$ cat config.mk
export PLATFORM = sky130hd
export DESIGN_NAME = block_irq_enable
export DESIGN_NICKNAME = d
export VERILOG_FILES = /design/src/rtl/blk_irq_pkg.sv /design/src/rtl/block_irq_enable.sv
export VERILOG_INCLUDE_DIRS = /design/src /design/src/rtl
export SDC_FILE = /design/constraint.sdc
export NUM_CORES = 1
export LEC_CHECK = 0
export BUFFER_PORTS_ARGS = -buffer_cell sky130_fd_sc_hd__buf_4
export CORE_MARGIN = 2
export CORE_UTILIZATION = 40
export DETAILED_ROUTE_END_ITERATION = 8
export HOLD_SLACK_MARGIN = 0.1
export PLACE_DENSITY_LB_ADDON = 0.05
export SLEW_MARGIN = 5
export SYNTH_ARGS = -nofsm -noshare
export SYNTH_HDL_FRONTEND = slang
export SYNTH_SLANG_ARGS = --single-unit
$ cat constraint.sdc
create_clock -name aclk -period 2.43 [get_ports aclk]
set_input_delay 0.6075 -clock aclk [delete_from_list [all_inputs] [get_ports aclk]]
set_output_delay 0.6075 -clock aclk [all_outputs]
set_load 0.05 [all_outputs]
$ cat src/rtl/blk_irq_defines.svh
// Purpose: Offsets, bit positions, reset values and widths for the block interrupt enable logic
// Assumes: 32-bit AXI4-Lite data, one aligned word per register
// Notes: Offsets are byte addresses
`ifndef BLK_IRQ_DEFINES_SVH
`define BLK_IRQ_DEFINES_SVH

`define ADDR_W 8
`define OFF_ENABLE 8'h00
`define OFF_SRC_EN 8'h04
`define OFF_STATUS 8'h08
`define OFF_MASK 8'h0C
`define OFF_PENDING 8'h10

`define BIT_RSVD 7
`define BIT_LBC 6
`define BIT_RCL 5
`define BIT_ONESEC 4
`define BIT_DL 3

`define ENABLE_RST 8'h00
`define ENABLE_WMASK 8'h78
`define SRC_EN_RST 8'h00
`define MASK_RST 8'h00

`define LBC_SRC_W 4
`define DL_SRC_W 6

`define RESP_OKAY 2'h0
`define RESP_SLVERR 2'h2

`endif

$ cat src/rtl/blk_irq_pkg.sv
// Purpose: Types for the block interrupt enable logic
// Assumes: Constants live in blk_irq_defines.svh
// Notes: None
package blk_irq_pkg;
   typedef enum logic [1:0] {
      ev_lbc,
      ev_rcl,
      ev_onesec,
      ev_dl
   } irq_event_t;
   typedef enum logic {
      wr_idle,
      wr_resp
   } wr_state_t;
endpackage : blk_irq_pkg

$ cat src/rtl/block_irq_enable.sv
// Purpose: Block-level interrupt enable register and interrupt merge for one framer channel
// Assumes: AXI4-Lite slave on aclk; event inputs are one-cycle pulses synchronous to aclk
// Notes: Pending lines for loopback and data-link blocks are held here until their status read
//
// Summary of operation
// - Bit 6 read/write, reset zero, enables loopback-code block interrupts.
// - Loopback block enable zero blocks every loopback-code interrupt; here a status bit 6 latched earlier still drives irq while mask bit 6 is set.
// - Loopback block enabled: event forwarded only when its source enable is set.
// - Bit 5 read/write, reset zero, enables the recovered-clock-loss interrupt.
// - Bit 4 read/write, reset zero, enables the one-second interrupt.
// - Bit 3 read/write, reset zero, enables data-link block interrupts.
// - Data-link block enable zero blocks every data-link interrupt; here a status bit 3 latched earlier still drives irq while mask bit 3 is set.
// - Data-link block enabled: event passes only when its source enable is set.
// - Loopback block pending clears after host reads loopback source status.
//
// Chosen here: the AXI4-Lite interface to the registers and the placing of the registers.
`timescale 1ns/100ps
`include "blk_irq_defines.svh"

module block_irq_enable #(
   parameter int LBC_SRC_W = `LBC_SRC_W,
   parameter int DL_SRC_W = `DL_SRC_W
) (
   // Clock and reset
   input wire logic aclk,
   input wire logic aresetn,
   // AXI4-Lite write address
   input wire logic [`ADDR_W-1:0] s_axi_awaddr,
   input wire logic s_axi_awvalid,
   output logic s_axi_awready,
   // AXI4-Lite write data
   input wire logic [31:0] s_axi_wdata,
   input wire logic [3:0] s_axi_wstrb,
   input wire logic s_axi_wvalid,
   output logic s_axi_wready,
   // AXI4-Lite write response
   output logic [1:0] s_axi_bresp,
   output logic s_axi_bvalid,
   input wire logic s_axi_bready,
   // AXI4-Lite read address
   input wire logic [`ADDR_W-1:0] s_axi_araddr,
   input wire logic s_axi_arvalid,
   output logic s_axi_arready,
   // AXI4-Lite read data
   output logic [31:0] s_axi_rdata,
   output logic [1:0] s_axi_rresp,
   output logic s_axi_rvalid,
   input wire logic s_axi_rready,
   // Source events (one-cycle pulses)
   input wire logic [LBC_SRC_W-1:0] loopback_code_event,
   input wire logic recovered_clock_loss_event,
   input wire logic one_second_event,
   input wire logic [DL_SRC_W-1:0] data_link_event,
   // Status reads of the source blocks (one-cycle pulses)
   input wire logic loopback_status_read,
   input wire logic data_link_status_read,
   // Interrupt
   output logic irq
);

   logic [7:0] block_irq_enable_reg;
   logic [7:0] src_en;
   logic [7:0] status;
   logic [7:0] mask;
   logic loopback_code_block_pending;
   logic data_link_block_pending;
   logic [`ADDR_W-1:0] aw_addr;
   logic aw_held;
   logic [31:0] w_data;
   logic [3:0] w_strb;
   logic w_held;
   blk_irq_pkg::wr_state_t wr_state;
   logic wr_fire;
   logic rd_fire;
   logic status_rd;
   logic lbc_hit;
   logic dl_hit;
   logic [7:0] ev_vec;
   logic next_irq;

   function automatic logic reg_hit(input logic [`ADDR_W-1:0] a, input logic [`ADDR_W-1:0] off);
      reg_hit = (a[`ADDR_W-1:2] == off[`ADDR_W-1:2]);
   endfunction : reg_hit

   // Source enables: loopback sources use the low bits; data-link sources share bits 7:4 and 1:0
   logic [LBC_SRC_W-1:0] lbc_src_en;
   logic [DL_SRC_W-1:0] dl_src_en;
   assign lbc_src_en = src_en[LBC_SRC_W-1:0];
   assign dl_src_en = {src_en[7:4], src_en[1:0]};

   // Gated block contributions
   assign lbc_hit = block_irq_enable_reg[`BIT_LBC] && |(loopback_code_event & lbc_src_en);
   assign dl_hit = block_irq_enable_reg[`BIT_DL] && |(data_link_event & dl_src_en);

   assign wr_fire = aw_held && w_held && (wr_state == blk_irq_pkg::wr_idle);
   assign rd_fire = s_axi_arvalid && s_axi_arready;
   assign status_rd = rd_fire && reg_hit(s_axi_araddr, `OFF_STATUS);

   // Write address and data captured in either order
   always_ff @(posedge aclk) begin
      if (!aresetn) begin
         aw_held <= 1'b0;
         aw_addr <= '0;
         s_axi_awready <= 1'b0;
      end else if (wr_fire) begin
         aw_held <= 1'b0;
         s_axi_awready <= 1'b0;
      end else if (!aw_held && s_axi_awvalid && s_axi_awready) begin
         aw_held <= 1'b1;
         aw_addr <= s_axi_awaddr;
         s_axi_awready <= 1'b0;
      end else begin
         s_axi_awready <= !aw_held && (wr_state == blk_irq_pkg::wr_idle);
      end
   end

   always_ff @(posedge aclk) begin
      if (!aresetn) begin
         w_held <= 1'b0;
         w_data <= '0;
         w_strb <= '0;
         s_axi_wready <= 1'b0;
      end else if (wr_fire) begin
         w_held <= 1'b0;
         s_axi_wready <= 1'b0;
      end else if (!w_held && s_axi_wvalid && s_axi_wready) begin
         w_held <= 1'b1;
         w_data <= s_axi_wdata;
         w_strb <= s_axi_wstrb;
         s_axi_wready <= 1'b0;
      end else begin
         s_axi_wready <= !w_held && (wr_state == blk_irq_pkg::wr_idle);
      end
   end

   // Write response
   always_ff @(posedge aclk) begin
      if (!aresetn) begin
         wr_state <= blk_irq_pkg::wr_idle;
         s_axi_bvalid <= 1'b0;
         s_axi_bresp <= `RESP_OKAY;
      end else begin
         case (wr_state)
            blk_irq_pkg::wr_idle: begin
               if (wr_fire) begin
                  wr_state <= blk_irq_pkg::wr_resp;
                  s_axi_bvalid <= 1'b1;
                  if (reg_hit(aw_addr, `OFF_ENABLE) || reg_hit(aw_addr, `OFF_SRC_EN) ||
                      reg_hit(aw_addr, `OFF_MASK) || reg_hit(aw_addr, `OFF_STATUS) ||
                      reg_hit(aw_addr, `OFF_PENDING)) begin
                     s_axi_bresp <= `RESP_OKAY;
                  end else begin
                     s_axi_bresp <= `RESP_SLVERR;
                  end
               end
            end
            blk_irq_pkg::wr_resp: begin
               if (s_axi_bready) begin
                  wr_state <= blk_irq_pkg::wr_idle;
                  s_axi_bvalid <= 1'b0;
               end
            end
            default: begin
               wr_state <= blk_irq_pkg::wr_idle;
               s_axi_bvalid <= 1'b0;
            end
         endcase
      end
   end

   // Block enable register; bit 7 and low bits are not writable here
   always_ff @(posedge aclk) begin
      if (!aresetn) begin
         block_irq_enable_reg <= `ENABLE_RST;
      end else if (wr_fire && reg_hit(aw_addr, `OFF_ENABLE) && w_strb[0]) begin
         block_irq_enable_reg <= w_data[7:0] & `ENABLE_WMASK;
      end
   end

   always_ff @(posedge aclk) begin
      if (!aresetn) begin
         src_en <= `SRC_EN_RST;
      end else if (wr_fire && reg_hit(aw_addr, `OFF_SRC_EN) && w_strb[0]) begin
         src_en <= w_data[7:0];
      end
   end

   always_ff @(posedge aclk) begin
      if (!aresetn) begin
         mask <= `MASK_RST;
      end else if (wr_fire && reg_hit(aw_addr, `OFF_MASK) && w_strb[0]) begin
         mask <= w_data[7:0] & `ENABLE_WMASK;
      end
   end

   // Block pending lines: set wins over clear
   always_ff @(posedge aclk) begin
      if (!aresetn) begin
         loopback_code_block_pending <= 1'b0;
      end else if (lbc_hit) begin
         loopback_code_block_pending <= 1'b1;
      end else if (loopback_status_read) begin
         loopback_code_block_pending <= 1'b0;
      end
   end

   always_ff @(posedge aclk) begin
      if (!aresetn) begin
         data_link_block_pending <= 1'b0;
      end else if (dl_hit) begin
         data_link_block_pending <= 1'b1;
      end else if (data_link_status_read) begin
         data_link_block_pending <= 1'b0;
      end
   end

   // Sticky event status, cleared by a read; a new event in the read cycle survives
   always_comb begin
      ev_vec = 8'h00;
      ev_vec[`BIT_LBC] = lbc_hit;
      ev_vec[`BIT_RCL] = recovered_clock_loss_event && block_irq_enable_reg[`BIT_RCL];
      ev_vec[`BIT_ONESEC] = one_second_event && block_irq_enable_reg[`BIT_ONESEC];
      ev_vec[`BIT_DL] = dl_hit;
   end

   always_ff @(posedge aclk) begin
      if (!aresetn) begin
         status <= 8'h00;
      end else if (status_rd) begin
         status <= ev_vec;
      end else begin
         status <= status | ev_vec;
      end
   end

   // Interrupt output: pending blocks plus unmasked sticky bits
   always_comb begin
      next_irq = (loopback_code_block_pending && block_irq_enable_reg[`BIT_LBC]) ||
                 (data_link_block_pending && block_irq_enable_reg[`BIT_DL]) ||
                 (|(status & mask));
   end

   always_ff @(posedge aclk) begin
      if (!aresetn) begin
         irq <= 1'b0;
      end else begin
         irq <= next_irq;
      end
   end

   // Read channel: one read at a time, answer the cycle after acceptance
   always_ff @(posedge aclk) begin
      if (!aresetn) begin
         s_axi_arready <= 1'b0;
         s_axi_rvalid <= 1'b0;
         s_axi_rdata <= 32'h0000_0000;
         s_axi_rresp <= `RESP_OKAY;
      end else if (s_axi_rvalid) begin
         if (s_axi_rready) begin
            s_axi_rvalid <= 1'b0;
            s_axi_arready <= 1'b1;
         end
      end else if (rd_fire) begin
         s_axi_arready <= 1'b0;
         s_axi_rvalid <= 1'b1;
         s_axi_rresp <= `RESP_OKAY;
         if (reg_hit(s_axi_araddr, `OFF_ENABLE)) begin
            s_axi_rdata <= {24'h000000, 1'b0, block_irq_enable_reg[6:0]};
         end else if (reg_hit(s_axi_araddr, `OFF_SRC_EN)) begin
            s_axi_rdata <= {24'h000000, src_en};
         end else if (reg_hit(s_axi_araddr, `OFF_STATUS)) begin
            s_axi_rdata <= {24'h000000, status};
         end else if (reg_hit(s_axi_araddr, `OFF_MASK)) begin
            s_axi_rdata <= {24'h000000, mask};
         end else if (reg_hit(s_axi_araddr, `OFF_PENDING)) begin
            s_axi_rdata <= {24'h000000, 1'b0, loopback_code_block_pending, 2'h0, data_link_block_pending, 3'h0};
         end else begin
            s_axi_rdata <= 32'h0000_0000;
            s_axi_rresp <= `RESP_SLVERR;
         end
      end else begin
         s_axi_arready <= 1'b1;
      end
   end

   // Checks
   property p_lbc_block_off;
      @(posedge aclk) disable iff (!aresetn)
         !block_irq_enable_reg[`BIT_LBC] && !loopback_code_block_pending |=> !loopback_code_block_pending;
   endproperty
   a_lbc_block_off: assert property (p_lbc_block_off) else $error("loopback pending set while disabled");

   property p_lbc_pass;
      @(posedge aclk) disable iff (!aresetn)
         (block_irq_enable_reg[`BIT_LBC] && |(loopback_code_event & lbc_src_en)) |=> loopback_code_block_pending;
   endproperty
   a_lbc_pass: assert property (p_lbc_pass) else $error("enabled loopback event not pending");

   property p_dl_block_off;
      @(posedge aclk) disable iff (!aresetn)
         !block_irq_enable_reg[`BIT_DL] && !data_link_block_pending |=> !data_link_block_pending;
   endproperty
   a_dl_block_off: assert property (p_dl_block_off) else $error("data-link pending set while disabled");

   property p_dl_pass;
      @(posedge aclk) disable iff (!aresetn)
         (block_irq_enable_reg[`BIT_DL] && |(data_link_event & dl_src_en)) |=> data_link_block_pending;
   endproperty
   a_dl_pass: assert property (p_dl_pass) else $error("enabled data-link event not pending");

   property p_lbc_clear;
      @(posedge aclk) disable iff (!aresetn)
         loopback_status_read && !lbc_hit |=> !loopback_code_block_pending;
   endproperty
   a_lbc_clear: assert property (p_lbc_clear) else $error("loopback pending not cleared by read");

   property p_irq_follow;
      @(posedge aclk) disable iff (!aresetn)
         ##1 irq == $past(next_irq);
   endproperty
   a_irq_follow: assert property (p_irq_follow) else $error("irq does not follow pending and enables");

   property p_bit7_zero;
      @(posedge aclk) disable iff (!aresetn)
         rd_fire && reg_hit(s_axi_araddr, `OFF_ENABLE)
            |=> !s_axi_rdata[`BIT_RSVD] && !block_irq_enable_reg[`BIT_RSVD];
   endproperty
   a_bit7_zero: assert property (p_bit7_zero) else $error("reserved enable bit set");

   property p_onesec_gate;
      @(posedge aclk) disable iff (!aresetn)
         one_second_event && !block_irq_enable_reg[`BIT_ONESEC] && !status_rd && !status[`BIT_ONESEC]
            |=> !status[`BIT_ONESEC];
   endproperty
   a_onesec_gate: assert property (p_onesec_gate) else $error("one-second status set while disabled");

   property p_rcl_gate;
      @(posedge aclk) disable iff (!aresetn)
         recovered_clock_loss_event && block_irq_enable_reg[`BIT_RCL] |=> status[`BIT_RCL];
   endproperty
   a_rcl_gate: assert property (p_rcl_gate) else $error("clock-loss event not recorded");

   property p_enable_write;
      @(posedge aclk) disable iff (!aresetn)
         wr_fire && reg_hit(aw_addr, `OFF_ENABLE) && w_strb[0]
            |=> block_irq_enable_reg == ($past(w_data[7:0]) & `ENABLE_WMASK);
   endproperty
   a_enable_write: assert property (p_enable_write) else $error("enable register write lost");

   c_write: cover property (@(posedge aclk) disable iff (!aresetn) wr_fire);
   c_read: cover property (@(posedge aclk) disable iff (!aresetn) rd_fire);
   c_irq: cover property (@(posedge aclk) disable iff (!aresetn) $rose(irq));
   c_lbc_clear: cover property (@(posedge aclk) disable iff (!aresetn) $fell(loopback_code_block_pending));

endmodule : block_irq_enable

Word-level counts from Yosys, hierarchy flattened
Cells that the tools add are included.
{"block": "totals", "ff_bits": 88, "out_inout_bits": 42}
{"block": "classes", "n_eq_ne": 11, "muxes": 28, "n_bitwise": 8, "reduce_logical": 46}
{"operator": "== test 6 x 2 -> 1 bit, second input constant", "n": 4}
{"operator": "2-to-1 mux 8 bit", "n": 3}
{"operator": "logical AND 1 bit", "n": 22}
{"operator": "2-to-1 mux 7 bit", "n": 3}
{"operator": "2-to-1 mux 1 bit", "n": 14}
{"operator": "== test 6 x 1 -> 1 bit, second input constant", "n": 2}
{"operator": "== test 6 x 3 -> 1 bit, second input constant", "n": 2}
{"operator": "logical NOT 6 bit", "n": 2}
{"operator": "2-to-1 mux 2 bit", "n": 6}
{"operator": "AND reduction 2 bit", "n": 5}
{"operator": "bitwise AND 8 x 7 -> 8 bit", "n": 1}
{"operator": "OR 8 x 7 -> 8 bit", "n": 1}
{"operator": "OR reduction 8 bit", "n": 1}
{"operator": "bitwise AND 6 bit", "n": 1}
{"operator": "logical OR 1 bit", "n": 6}
{"operator": "OR reduction 3 bit", "n": 2}
{"operator": "OR reduction 6 bit", "n": 1}
{"operator": "bitwise AND 4 bit", "n": 1}
{"operator": "inequality test 2 bit, second input constant", "n": 2}
{"operator": "inverter 1 bit", "n": 4}
{"operator": "one-hot mux 1 bit (2 select lines)", "n": 2}
{"operator": "nonzero test 2 bit", "n": 2}
{"operator": "OR reduction 2 bit", "n": 2}
{"operator": "OR reduction 4 bit", "n": 1}
{"operator": "other kinds (2)", "n": 3}

Longest topological paths before layout
{"block": "logic_depth", "ltp_word": 6, "ltp_mapped": 6}

Least setup slack after synthesis
OpenSTA, ideal clock, no wires.
{"block": "synth_path", "kind": "input to register", "from": "in s_axi_araddr[7]", "to": "reg status[4]", "arrival_ns": 1.867, "t_required_ns": 2.302, "setup_slack_ns": 0.435, "stages": 4, "n_path_buf": 0, "cell_sequence": "or4_4 -> or4_4 -> a22oi_2 -> nor2_1"}
{"block": "synth_via", "elab_chain_cells": 3}
{"item": "from (decl)", "line_no": "block_irq_enable.sv:41", "rtl": "input wire logic [`ADDR_W-1:0] s_axi_araddr,"}
{"item": "== test 6 x 2 -> 1 bit", "line_no": "block_irq_enable.sv:82", "rtl": "reg_hit = (a[`ADDR_W-1:2] == off[`ADDR_W-1:2]);"}
{"item": "logical AND 1 bit", "line_no": "block_irq_enable.sv:97", "rtl": "assign status_rd = rd_fire && reg_hit(s_axi_araddr, `OFF_STATUS);"}
{"item": "2-to-1 mux 7 bit", "line_no": "block_irq_enable.sv:229", "rtl": "end else if (status_rd) begin"}
{"item": "to (signal assigned)", "line_no": "block_irq_enable.sv:230", "rtl": "status <= ev_vec;"}
{"item": "to (signal assigned)", "line_no": "block_irq_enable.sv:232", "rtl": "status <= status | ev_vec;"}
{"item": "to (decl)", "line_no": "block_irq_enable.sv:63", "rtl": "logic [7:0] status;"}
No other way between the ends.
A chain may end at the register's enable or synchronous reset.

Worst setup path in the final report
Same ends and word-level chain as after synthesis.

==> impl_metrics.tcl <==
set metrics [dict create \
    status "finished, final reports clean" \
    grt-ovfl-total 0 \
    core_mm2 0.00592 \
    crit_buf_inv 1 \
    maxCapViolCount 0 \
    cp_max_fo 5 \
    criticalPathCategory "primary input to flip-flop" \
    ys_seq_elements 56 \
    dp.final_hpwl_um 4020 \
    fin_nets 409 \
    cts_tree "done" \
    drcViolationCount 0 \
    crit_chain "buf_4 > or4_4 > or4_4 > a22oi_2 > nor2_1" \
    avgSynthCellArea_um2 8.73 \
    antenna_found_initial 0 \
    diodes 0 \
    syn-cell-area_mm2 0.00244 \
    fin_ws_ps 581 \
    hold_slack_ps 459 \
    yosysMostFrequentCell "dfxtp_1" \
    seq_area_mm2 0.00112 \
    ctsHoldBuffers 0 \
    dp_slack_ps 246 \
    grt.total_usage 0.169 \
    cts-buffers-inserted 5 \
    multiInputGateArea_mm2 0.00116 \
    firstDrtPassIters 4 \
    fin_setup_tns_ps 0 \
    cp_slowest_cell "or4_4" \
    gp_congestion 0.803 \
    fillers 638 \
    yosysUniqueCellTypes 34 \
    fp.dieW_um 82.2 \
    grt_pass1_vias 1823 \
    initial_core_util 0.413 \
    dieArea_mm2 0.00675 \
    report.final.slew_viol_count 0 \
    via_count 2022 \
    ys_warn_count 0 \
    cts_htree_levels 2 \
    wl_um 5300 \
    max_freq_mhz 541 \
    synth_top_area_frac 0.459 \
    crit_path_frequent_cell "or4_4" \
    power_density_mw_per_mm2 597 \
    grt_max_degree 31 \
    total_power_uw 1760 \
    synthCells 280 \
    cp-end-kind "flip-flop" \
    routedWlPerCell_um 12.9 \
    cts.clk_slew.worst_paths_ps 100 \
    antenna_left 0 \
    grt_pass1_wl_um 8650 \
    power.leakage_uw 0.00119 \
    rows 28 \
    drt-initial-drc-count 55 \
    start_kind "primary input" \
    skew_ps 9.33 \
    insertion_delay_ps 320 \
    yosysSeqAreaShare 0.459 \
    synthTopCellsByCount "dfxtp_1 (56), nand2_1 (38), buf_4 (26)" \
    yosys-top-cells-area "dfxtp_1 (46%), buf_4 (8.0%), nand2_1 (5.8%)" \
    worstMarginPinSlew_ps 512 \
    die_h_um 82.2 \
    viasPerCell 4.91 \
    synth_edf_count 0 \
    drive_gt1_frac 0.228 \
    period_needed_ps 1850 \
    cp.required_ps 2640 \
    top_regs "s_axi_rdata (8), src_en (8), w_data (8)" \
    area_growth_pct 20.3 \
    ioPinCount 115 \
    cp_data_arrival_time_ps 2060 \
    min_path_type "primary input to flip-flop" \
    peakVddDrop_mv 0.318 \
    timing.slew.headroom 0.656 \
    root_buffer "clkbuf_8" \
    utilization 0.497 \
    rsz0062_at_grt "no" \
    async_flop_share 0 \
    fin_crit_sh 0.761 \
    cpPeakStageDelay_ps 570 \
    path_delay_family "simple AND/OR/NAND/NOR gates" \
    hold_viol 0 \
    yosys.area.top_type "dfxtp_1" \
    ctsLongestPathBuffers 2 \
    synth_ff_type "dfxtp_1" \
    port_buffers 57 \
    cts_resized 0 \
    cts_num_sinks 56 \
    setup_violations 0 \
    post-cts-setup-buffers 0 \
]
==> cell usage in the layout, fill, tap and decap left out, types with 2 or more instances in the layout <==
cell      count
nand3_1      16
inv_1         4
conb_1       26
a22oi_2       2
or4_4         2
nor3_1        3
nor2_1       22
o21ai_0      22
a21oi_1      20
a22o_1        2
a22oi_1      12
buf_4        61
clkinv_2      2
clkbuf_8      5
nand2_1      38
o21a_1        2
mux4_2        2
nor4bb_1      2
nor3b_1       2
nor2b_1       4
mux2i_1      11
a211oi_1      3
nand2b_1      4
nand4_1       2
dfxtp_1      56
a31oi_1       3
==> metrics by stage <==
step	instances	cell area, um2
final	412	2940
after global routing	412	2940
after CTS	412	2940
after detailed placement	404	2850
after global placement	404	2850
after floorplan	305	2540
==> kinds of logic (layout without fill, tap and decap cells) <==
kind of cell	after synthesis	after routing	synth area share
AO/OA/AOI/OAI	69	69	0.175
multiplexers	13	13	0.0635
buffers and inverters	42	74	0.104
AND/OR/NAND/NOR	99	99	0.197
other	1	26	0.00153
flip-flops	56	56	0.459
==> power breakdown <==
part           switching (uW)  leakage, uW  internal, uW
Clock                     309    0.0000479           202
Sequential               16.9     0.000454           942
Combinational             198     0.000683          87.3
==> final timing paths <==
| check | from | to | slack (ps) | cells after the start |
|---|---|---|---|---|
| min reg2reg | w_data[3] | w_data[3] | 460 | 2 |
| min | s_axi_awvalid | s_axi_awready | 460 | 2 |
| max | s_axi_araddr[7] | status[4] | 580 | 5 |
| max reg2reg | aw_addr[7] | mask[6] | 800 | 4 |
==> final cells by class <==
| class | count | area share |
|---|---|---|
| multi-input combinational | 207 | 0.395 |
| sequential | 56 | 0.381 |
| timing repair buffer | 61 | 0.156 |
| tap | 75 | 0.0319 |
| clock buffer | 5 | 0.0234 |
| clock inverter | 3 | 0.00638 |
| inverter | 5 | 0.00638 |
==> layer usage <==
layer / vias to the layer above / global-route usage / part of all wire
li1: 1043 / - / -
met1: 915 / 0.232 / 0.49
met2: 59 / 0.261 / 0.44
met3: 5 / 0.0413 / 0.052
met4: 0 / 0.0550 / 0.013
met5: - / 0 / 0
Power figures use the tool's default switching activity.
